==> src/hdl/sdcmd_map.svh <==
// Offsets, field positions, reset values and codes of the command decoder
`ifndef SDCMD_MAP_SVH
`define SDCMD_MAP_SVH
// Register byte offsets on the AXI4-Lite port
`define SDC_OFF_CTRL   8'h00
`define SDC_OFF_STAT   8'h04
`define SDC_OFF_MR0    8'h08
`define SDC_OFF_MR1    8'h0C
`define SDC_OFF_MR2    8'h10
`define SDC_OFF_MR3    8'h14
// Control register fields and reset value
`define SDC_CTRL_OTF   0
`define SDC_CTRL_BC4   1
`define SDC_CTRL_WL    2
`define SDC_CTRL_RST   3'h1
// Status register fields
`define SDC_STAT_ERR   8
`define SDC_STAT_OPEN  16
// Address pin positions inside command words
`define SDC_BIT_MPR    2
`define SDC_BIT_AP     10
`define SDC_BIT_BC     12
`define SDC_RTT_LO     9
`define SDC_RTT_HI     10
// Bank code that selects mode register three
`define SDC_BA_MR3     3'h3
// Calibration pattern, one byte per burst, location zero
`define SDC_MPR_PAT0   8'h55
`define SDC_MPR_RSVD   8'h00
// Bus response codes
`define SDC_RESP_OKAY  2'h0
`define SDC_RESP_SLV   2'h2
`endif

==> src/hdl/sdcmd_pkg.sv <==
// Types shared by the command decoder files
package sdcmd_pkg;
   // Device operating states, one-hot
   typedef enum logic [3:0] {
      ST_NORM = 4'h1,
      ST_PDN  = 4'h2,
      ST_SRF  = 4'h4,
      ST_MPR  = 4'h8
   } sdcmd_state_t;
   // Decoded operations
   typedef enum logic [4:0] {
      OP_NONE = 5'h00, OP_DES  = 5'h01, OP_NOP  = 5'h02, OP_MRS  = 5'h03,
      OP_REF  = 5'h04, OP_SRE  = 5'h05, OP_SRX  = 5'h06, OP_PDE  = 5'h07,
      OP_PDX  = 5'h08, OP_PRE  = 5'h09, OP_PREA = 5'h0A, OP_ACT  = 5'h0B,
      OP_WR   = 5'h0C, OP_RD   = 5'h0D, OP_ZQCL = 5'h0E, OP_ZQCS = 5'h0F,
      OP_ILL  = 5'h10
   } sdcmd_op_t;
   // Command and address pins as sampled
   typedef struct packed {
      logic        cke;
      logic        cs_b;
      logic        ras_b;
      logic        cas_b;
      logic        we_b;
      logic [2:0]  ba;
      logic [15:0] addr;
   } sdcmd_pins_t;
   // Decoded command toward the core
   typedef struct packed {
      logic        valid;
      sdcmd_op_t   op;
      logic [2:0]  bank;
      logic [15:0] row;
      logic [10:0] col;
      logic        ap;
      logic        bc4;
      logic        mpr;
      logic [7:0]  mpr_data;
   } sdcmd_cmd_t;
endpackage

==> src/hdl/sdcmd_mpr_pat.sv <==
// Predefined calibration pattern source for multi-purpose register reads
`timescale 1ns/1ns
`include "sdcmd_map.svh"
module sdcmd_mpr_pat (
   input  wire logic [1:0] loc,
   output logic      [7:0] pattern
);
   // Location zero holds the fixed training pattern, the rest read as zero
   always_comb begin
      case (loc)
         2'h0:    pattern = `SDC_MPR_PAT0;
         default: pattern = `SDC_MPR_RSVD;
      endcase
   end
endmodule

==> src/hdl/sdcmd_decode.sv <==
// Command decoder with mode registers, MPR mode and AXI4-Lite status port
`timescale 1ns/1ns
`include "sdcmd_map.svh"
module sdcmd_decode (
   input  wire logic                   clk,
   input  wire logic                   rst_b,
   input  wire sdcmd_pkg::sdcmd_pins_t pins_i,
   output sdcmd_pkg::sdcmd_cmd_t       cmd_o,
   output logic [1:0]                  rtt_wr_o,
   output logic                        rtt_nom_only_o,
   output logic                        pwr_down_o,
   output logic                        self_ref_o,
   output logic                        mpr_mode_o,
   input  wire logic [7:0]             s_axi_awaddr,
   input  wire logic                   s_axi_awvalid,
   output logic                        s_axi_awready,
   input  wire logic [31:0]            s_axi_wdata,
   input  wire logic [3:0]             s_axi_wstrb,
   input  wire logic                   s_axi_wvalid,
   output logic                        s_axi_wready,
   output logic [1:0]                  s_axi_bresp,
   output logic                        s_axi_bvalid,
   input  wire logic                   s_axi_bready,
   input  wire logic [7:0]             s_axi_araddr,
   input  wire logic                   s_axi_arvalid,
   output logic                        s_axi_arready,
   output logic [31:0]                 s_axi_rdata,
   output logic [1:0]                  s_axi_rresp,
   output logic                        s_axi_rvalid,
   input  wire logic                   s_axi_rready
);
   // Whole state of the block
   typedef struct packed {
      sdcmd_pkg::sdcmd_state_t st;
      logic                    cke_prev;
      logic [3:0][15:0]        mr;
      logic [7:0]              open;
      logic [2:0]              ctrl;
      logic                    err;
      logic [1:0]              rtt;
      sdcmd_pkg::sdcmd_cmd_t   out;
      logic                    aw_hold;
      logic [7:0]              awaddr;
      logic                    w_hold;
      logic [31:0]             wdata;
      logic [3:0]              wstrb;
      logic                    bvalid;
      logic [1:0]              bresp;
      logic                    rvalid;
      logic [31:0]             rdata;
      logic [1:0]              rresp;
   } sdcmd_reg_t;

   sdcmd_reg_t          st_r;     // Registered state
   sdcmd_reg_t          st_nxt;   // Next state
   sdcmd_pkg::sdcmd_op_t op_now;  // Pin-level operation this cycle
   logic [7:0]          pat;      // Pattern for the selected location
   logic [1:0]          mpr_loc;  // Location in use

   // Pin-level classification of strobes and clock enable history
   function automatic sdcmd_pkg::sdcmd_op_t sdcmd_classify(
      input logic prev, input sdcmd_pkg::sdcmd_pins_t p);
      sdcmd_pkg::sdcmd_op_t o;
      logic [2:0]           s;
      s = {p.ras_b, p.cas_b, p.we_b};
      o = sdcmd_pkg::OP_ILL;
      if (prev && p.cke) begin
         // Clock enable steady high: full truth table
         if (p.cs_b) begin
            o = sdcmd_pkg::OP_DES;
         end else begin
            case (s)
               3'h0:    o = sdcmd_pkg::OP_MRS;
               3'h1:    o = sdcmd_pkg::OP_REF;
               3'h2:    o = p.addr[`SDC_BIT_AP] ? sdcmd_pkg::OP_PREA
                                                : sdcmd_pkg::OP_PRE;
               3'h3:    o = sdcmd_pkg::OP_ACT;
               3'h4:    o = sdcmd_pkg::OP_WR;
               3'h5:    o = sdcmd_pkg::OP_RD;
               3'h6:    o = p.addr[`SDC_BIT_AP] ? sdcmd_pkg::OP_ZQCL
                                                : sdcmd_pkg::OP_ZQCS;
               3'h7:    o = sdcmd_pkg::OP_NOP;
               default: o = sdcmd_pkg::OP_ILL;
            endcase
         end
      end else if (prev) begin
         // Falling clock enable: self refresh or power down entry
         if (!p.cs_b && s == 3'h1) begin
            o = sdcmd_pkg::OP_SRE;
         end else if (p.cs_b || s == 3'h7) begin
            o = sdcmd_pkg::OP_PDE;
         end
      end else if (p.cke) begin
         // Rising clock enable: exit, refined by state later
         if (p.cs_b || s == 3'h7) begin
            o = sdcmd_pkg::OP_PDX;
         end
      end else begin
         o = sdcmd_pkg::OP_NONE;
      end
      return o;
   endfunction

   // Register index of a byte address, 7 when unmapped
   function automatic logic [2:0] sdcmd_sel(input logic [7:0] a);
      case (a)
         `SDC_OFF_CTRL: return 3'h0;
         `SDC_OFF_STAT: return 3'h1;
         `SDC_OFF_MR0:  return 3'h2;
         `SDC_OFF_MR1:  return 3'h3;
         `SDC_OFF_MR2:  return 3'h4;
         `SDC_OFF_MR3:  return 3'h5;
         default:       return 3'h7;
      endcase
   endfunction

   // Location field is only honoured with the MPR bit set
   assign mpr_loc = st_r.mr[3][`SDC_BIT_MPR] ? st_r.mr[3][1:0] : 2'h0;
   assign op_now  = sdcmd_classify(st_r.cke_prev, pins_i);

   // Pattern lookup
   sdcmd_mpr_pat u_pat (
      .loc     (mpr_loc),
      .pattern (pat)
   );

   // Next-state logic: bus slave first, then command decode
   always_comb begin
      sdcmd_pkg::sdcmd_op_t op;
      logic                 legal;
      logic [2:0]           rsel;
      op          = op_now;
      legal       = 1'b1;
      rsel        = 3'h7;
      st_nxt      = st_r;
      st_nxt.cke_prev  = pins_i.cke;
      st_nxt.out.valid = 1'b0;
      // Address and data are held until both have arrived
      if (s_axi_awvalid && s_axi_awready) begin
         st_nxt.aw_hold = 1'b1;
         st_nxt.awaddr  = s_axi_awaddr;
      end
      if (s_axi_wvalid && s_axi_wready) begin
         st_nxt.w_hold = 1'b1;
         st_nxt.wdata  = s_axi_wdata;
         st_nxt.wstrb  = s_axi_wstrb;
      end
      // Perform the write once both halves are held
      if (st_r.aw_hold && st_r.w_hold) begin
         st_nxt.aw_hold = 1'b0;
         st_nxt.w_hold  = 1'b0;
         st_nxt.bvalid  = 1'b1;
         st_nxt.bresp   = `SDC_RESP_OKAY;
         case (sdcmd_sel(st_r.awaddr))
            3'h0: begin
               if (st_r.wstrb[0]) begin
                  st_nxt.ctrl = st_r.wdata[2:0];
               end
            end
            3'h1: begin
               // Write one to clear the error flag
               if (st_r.wstrb[1] && st_r.wdata[`SDC_STAT_ERR]) begin
                  st_nxt.err = 1'b0;
               end
            end
            3'h2, 3'h3, 3'h4, 3'h5: begin
               // Mode register shadows are read only
            end
            default: st_nxt.bresp = `SDC_RESP_SLV;
         endcase
      end
      // Response drops when taken
      if (st_r.bvalid && s_axi_bready) begin
         st_nxt.bvalid = 1'b0;
      end
      if (st_r.rvalid && s_axi_rready) begin
         st_nxt.rvalid = 1'b0;
      end
      // Read: data captured at address acceptance
      if (s_axi_arvalid && s_axi_arready) begin
         rsel          = sdcmd_sel(s_axi_araddr);
         st_nxt.rvalid = 1'b1;
         st_nxt.rresp  = `SDC_RESP_OKAY;
         st_nxt.rdata  = 32'h0000_0000;
         case (rsel)
            3'h0:    st_nxt.rdata[2:0] = st_r.ctrl;
            3'h1:    st_nxt.rdata = {8'h00, st_r.open, 7'h00, st_r.err, 4'h0, st_r.st};
            3'h2:    st_nxt.rdata[15:0] = st_r.mr[0];
            3'h3:    st_nxt.rdata[15:0] = st_r.mr[1];
            3'h4:    st_nxt.rdata[15:0] = st_r.mr[2];
            3'h5:    st_nxt.rdata[15:0] = st_r.mr[3];
            default: st_nxt.rresp = `SDC_RESP_SLV;
         endcase
      end
      // Command interpretation per device state
      case (st_r.st)
         sdcmd_pkg::ST_NORM: begin
            case (op)
               sdcmd_pkg::OP_SRE: st_nxt.st = sdcmd_pkg::ST_SRF;
               sdcmd_pkg::OP_PDE: st_nxt.st = sdcmd_pkg::ST_PDN;
               sdcmd_pkg::OP_PDX: op = sdcmd_pkg::OP_NONE;
               sdcmd_pkg::OP_MRS: begin
                  if (pins_i.ba[2]) begin
                     // No register behind the upper bank pin: refused, nothing written
                     legal = 1'b0;
                  end else begin
                     // Bank pins pick the mode register
                     st_nxt.mr[pins_i.ba[1:0]] = pins_i.addr;
                     if (pins_i.ba == `SDC_BA_MR3 &&
                         pins_i.addr[`SDC_BIT_MPR]) begin
                        st_nxt.st = sdcmd_pkg::ST_MPR;
                        if (st_r.open != 8'h00) begin
                           st_nxt.err = 1'b1;
                        end
                     end
                  end
               end
               sdcmd_pkg::OP_ACT:  st_nxt.open[pins_i.ba] = 1'b1;
               sdcmd_pkg::OP_PRE:  st_nxt.open[pins_i.ba] = 1'b0;
               sdcmd_pkg::OP_PREA: st_nxt.open = 8'h00;
               sdcmd_pkg::OP_WR, sdcmd_pkg::OP_RD: begin
                  if (pins_i.addr[`SDC_BIT_AP]) begin
                     st_nxt.open[pins_i.ba] = 1'b0;
                  end
               end
               sdcmd_pkg::OP_ILL: legal = 1'b0;
               default: begin
               end
            endcase
         end
         sdcmd_pkg::ST_PDN: begin
            // Only clock enable low or a clean exit is allowed
            if (op == sdcmd_pkg::OP_PDX) begin
               st_nxt.st = sdcmd_pkg::ST_NORM;
            end else if (op != sdcmd_pkg::OP_NONE) begin
               legal = 1'b0;
            end
         end
         sdcmd_pkg::ST_SRF: begin
            if (op == sdcmd_pkg::OP_PDX) begin
               op        = sdcmd_pkg::OP_SRX;
               st_nxt.st = sdcmd_pkg::ST_NORM;
            end else if (op != sdcmd_pkg::OP_NONE) begin
               legal = 1'b0;
            end
         end
         sdcmd_pkg::ST_MPR: begin
            case (op)
               sdcmd_pkg::OP_RD, sdcmd_pkg::OP_NOP, sdcmd_pkg::OP_DES: begin
               end
               sdcmd_pkg::OP_MRS: begin
                  // Only clearing the MPR bit of register three is legal
                  if (pins_i.ba == `SDC_BA_MR3 && !pins_i.addr[`SDC_BIT_MPR]) begin
                     st_nxt.mr[3] = pins_i.addr;
                     st_nxt.st    = sdcmd_pkg::ST_NORM;
                  end else begin
                     legal = 1'b0;
                  end
               end
               default: legal = 1'b0;
            endcase
         end
         default: st_nxt.st = sdcmd_pkg::ST_NORM;
      endcase
      // Illegal commands are dropped and flagged; the set beats a clear
      if (!legal) begin
         st_nxt.err = 1'b1;
      end else if (op != sdcmd_pkg::OP_NONE && op != sdcmd_pkg::OP_DES) begin
         st_nxt.out.valid = 1'b1;
         st_nxt.out.op    = op;
         st_nxt.out.bank  = pins_i.ba;
         st_nxt.out.row   = pins_i.addr;
         st_nxt.out.col   = {pins_i.addr[11], pins_i.addr[9:0]};
         st_nxt.out.ap    = pins_i.addr[`SDC_BIT_AP];
         // Chop from A12 when on the fly, else the fixed setting
         st_nxt.out.bc4   = st_r.ctrl[`SDC_CTRL_OTF] ? !pins_i.addr[`SDC_BIT_BC]
                                                     : st_r.ctrl[`SDC_CTRL_BC4];
         st_nxt.out.mpr   = st_r.st == sdcmd_pkg::ST_MPR && op == sdcmd_pkg::OP_RD;
         st_nxt.out.mpr_data = st_nxt.out.mpr ? pat : 8'h00;
      end
      // Write termination from register two unless leveling
      st_nxt.rtt = st_nxt.ctrl[`SDC_CTRL_WL] ? 2'h0
                   : st_nxt.mr[2][`SDC_RTT_HI:`SDC_RTT_LO];
   end

   // State register; reset pin acts only asynchronously
   always_ff @(posedge clk or negedge rst_b) begin
      if (!rst_b) begin
         st_r      <= '0;
         st_r.st   <= sdcmd_pkg::ST_NORM;
         st_r.ctrl <= `SDC_CTRL_RST;
      end else begin
         st_r <= st_nxt;
      end
   end

   // Outputs
   assign cmd_o          = st_r.out;
   assign rtt_wr_o       = st_r.rtt;
   assign rtt_nom_only_o = st_r.ctrl[`SDC_CTRL_WL];
   assign pwr_down_o     = st_r.st == sdcmd_pkg::ST_PDN;
   assign self_ref_o     = st_r.st == sdcmd_pkg::ST_SRF;
   assign mpr_mode_o     = st_r.st == sdcmd_pkg::ST_MPR;
   assign s_axi_awready  = !st_r.aw_hold && !st_r.bvalid;
   assign s_axi_wready   = !st_r.w_hold && !st_r.bvalid;
   assign s_axi_bvalid   = st_r.bvalid;
   assign s_axi_bresp    = st_r.bresp;
   assign s_axi_arready  = !st_r.rvalid;
   assign s_axi_rvalid   = st_r.rvalid;
   assign s_axi_rdata    = st_r.rdata;
   assign s_axi_rresp    = st_r.rresp;

   logic both_hi;  // Clock enable high now and before, chip select low
   assign both_hi = st_r.cke_prev && pins_i.cke && !pins_i.cs_b;
endmodule

==> config.mk <==
export PLATFORM = sky130hd
export DESIGN_NAME = sdcmd_decode
export DESIGN_NICKNAME = d
export VERILOG_FILES = /design/src/hdl/sdcmd_pkg.sv /design/src/hdl/sdcmd_mpr_pat.sv /design/src/hdl/sdcmd_decode.sv
export VERILOG_INCLUDE_DIRS = /design/src /design/src/hdl
export SDC_FILE = /design/constraint.sdc
export NUM_CORES = 1
export LEC_CHECK = 0
export BUFFER_PORTS_ARGS = -buffer_cell sky130_fd_sc_hd__buf_2
export CORE_MARGIN = 10
export CORE_UTILIZATION = 30
export DETAILED_ROUTE_END_ITERATION = 10
export SLEW_MARGIN = 20
export SYNTH_ARGS = -nofsm -noshare
export SYNTH_HDL_FRONTEND = slang
export SYNTH_HIERARCHICAL = 1
export SYNTH_SLANG_ARGS = --single-unit
==> constraint.sdc <==
create_clock -name clk -period 4.95 [get_ports clk]
set_input_delay 0.495 -clock clk [delete_from_list [all_inputs] [get_ports clk]]
set_output_delay 0.495 -clock clk [all_outputs]
set_load 0.01 [all_outputs]
==> results.txt <==
Worst endpoint data arrival time - 3390 ps
Clk_lat worst skew - 420 ps
Reg2Reg Depth - 6
Adder-Cell Fraction of Synth Area - 0.300%
Dpl cells - 1162
Slew Limit Headroom - 29.6%
Layout cell share with drive strength beyond 1 - 34.3%
Reg2Reg Launch Point - st_r[210]
TNS Setup - 0 ps
Worst Setup Start Kind - flip-flop
Residual DRC count - 0
Register bit total from synthesis - 162
Vias in the first global route - 5718
Mapped cell area - 8340 um^2
Top_reg_cell synth - dfrtp_1
CTS Hold Bufs - 0
Initial DRC count - 259
Port Buffers - 136
First-pass GRT wire length - 32700 um
Main combinational cell family by area after synthesis - multiplexers
Cts repair resizes - 0
Final setup vio count - 0
Peak supply drop - 0.214 mV
I/O pin total - 177
Worst Setup SP - st_r[210]
GPL Wtd Cong - 0.799
Most common cell in the netlist - dfrtp_1
Total Power - 3800 uW
R2r setup slk - 1860 ps
Slew Limit Fails - 0
Core Region - 27200 um^2
Power per cell area - 410 nW/um^2
Crit-path cells - inv_2 -> or4_1 -> nor3_2 -> nand2_1 -> mux2_2 -> nor2b_1
TritonCTS clock tree - done
Die area - 34900 um^2
Reg2Reg Capture Point - rtt_wr_o[0]
Synth-to-layout area growth - 11.1%
Die H - 187 um
Max Freq - 324 MHz
Top post-synthesis cells by area - dfrtp_1, mux2_2, buf_4
CTS H-Tree Depth - 4
Clock Skew - 7.08 ps
Endpoints failing hold - 0
CTS clk-pin slew, worst paths - 70 ps
Slowest stage cell, crit path - or4_1
Crit-path max cell delay - 670 ps
Synth Area in Compound Gates - 9.77%
Minimum clock period - 3090 ps
Post-Synth Simple-Gate Area - 12.3%
XOR/XNOR share of the synthesized area - 0.525%
Tot GR Track Use - 11.7%
Kind of critical path - flip-flop to flip-flop
Avg Cell Area, Syn - 10.8 um^2
CTS sink cnt - 162
Asr flop ratio synth - 100%
Clock buffer count from CTS - 17
Routed via count - 5493
Die width - 187 um
Site Rows - 60
Post-place setup slack - 1600 ps
Synth warnings - 6
LEAKAGE - 0.00438 uW
Leading area contributor after synthesis - dfrtp_1
Non-Filler Instances - 1196
Routed wire length per instance - 17.0 um
Slew @ Worst Pin - 1050 ps
Crit path required time - 5250 ps
Critical-path maximum fanout - 16
CTS Root Cell - clkbuf_16
Synth Instances - 769
EDFF count, synth - 0
Vias per Instance - 4.59
Largest net degree at the start of global routing - 88
CP Capture Type - flip-flop
Maximum clock path buffer count - 2
Post-synth top area share - 48.0%
Routed wire length - 20300 um
Final WS setup - 1860 ps
Final HPWL DP - 14400 um
Commonest cells post-synth - dfrtp_1, buf_4, mux2_2, nand2_1, o21ai_0
Sequential element share of the synthesized area - 48.6%
Overflow after GRT - 0
Status - finished clean
Yosys cell types - 70
Mux cell area share after synthesis - 16.6%
Post-CTS Setup Bufs - 0
Final nets - 894
MaxCap Viol Count - 0
WP buf/inv - 1
Initial core utilization - 30.7%
Initial antenna violation count - 1
Largest delay contributor family on the critical path - simple AND/OR/NAND/NOR gates
Hold Crit Class - input pin to asynchronous set/reset pin
Drt first pass iters - 4
Fin crit share - 62.4%
Final ANT Viol Nets - 0
Unrepaired setup endpoints after global routing - false
[power by group]
part           internal (uW)  switching [uW]
Clock                    711             578
Sequential              1580             178
Combinational            377             377
[layout make-up]
class | instances | area, um^2
repair buffers | 142 | 732
well taps | 372 | 465
multi-input cells | 466 | 3350
clock buffers | 18 | 429
clock inverters | 14 | 149
diodes | 2 | 5.00
inverters | 20 | 75.1
fillers | 2802 | 17900
flip-flops and latches | 162 | 4060
[worst max-delay path by stage]
| stage | slack [ps] | cells after the start | end |
|---|---|---|---|
| 6_report | 1860 | 6 | rtt_wr_o[0] |
| 5_1_grt | 1720 | 6 | rtt_wr_o[0] |
| 4_1_cts | 1860 | 6 | rtt_wr_o[0] |
| 3_5_place_dp | 1600 | 7 | st_r[197] |
| 3_3_place_gp | 1640 | 7 | st_r[197] |
| 2_1_floorplan | 2260 | 9 | cmd_o[37] |
[per-stage QoR]
step | util, % | cell area [um^2] | hold slack (ps)
3_3_place_gp | 31.9 | 8680 | 448
3_5_place_dp | 31.9 | 8680 | 452
2_1_floorplan | - | 8380 | 199
6_report | 34.1 | 9260 | 102
4_1_cts | 34.1 | 9260 | 185
5_1_grt | 34.1 | 9260 | 196
[sequential cells by signal, indices dropped and copies added, names as in the netlist]
name	flops
s_axi_bvalid	1
st_r	96
s_axi_rdata	24
s_axi_bresp	1
rtt_wr_o	2
cmd_o	35
s_axi_rvalid	1
rtt_nom_only_o	1
s_axi_rresp	1
[metal layers]
metal | global-route usage [%] | wire (um) | up-vias
met1 | 16.4 | 10200 | 2698
li1 | - | - | 2653
met4 | 3.50 | 284 | 0
met2 | 17.6 | 9070 | 129
met3 | 2.44 | 698 | 13
met5 | 0 | 0 | -
[kinds of logic after synthesis]
logic type,count (synthesis)
xor gates and xnor gates,5
other,2
adders and majority gates,2
AOI/OAI and AO/OA,122
DFF,162
muxes,119
and+or+nand+nor,204
buffers and inverters,153
[cells in the final DEF (no fill, tap or decap), types with 8 or more instances in the layout]
cell	count
clkbuf_16	17
o21ai_0	45
mux2_2	74
mux2_1	8
nand3_1	12
dfrtp_1	160
a221oi_1	11
conb_1	14
nand2b_1	17
nor2_1	40
buf_2	135
a21oi_1	22
nand2_1	73
mux2_4	18
nor3_1	9
mux2i_1	19
inv_1	19
(Power assumes the default switching activity.)
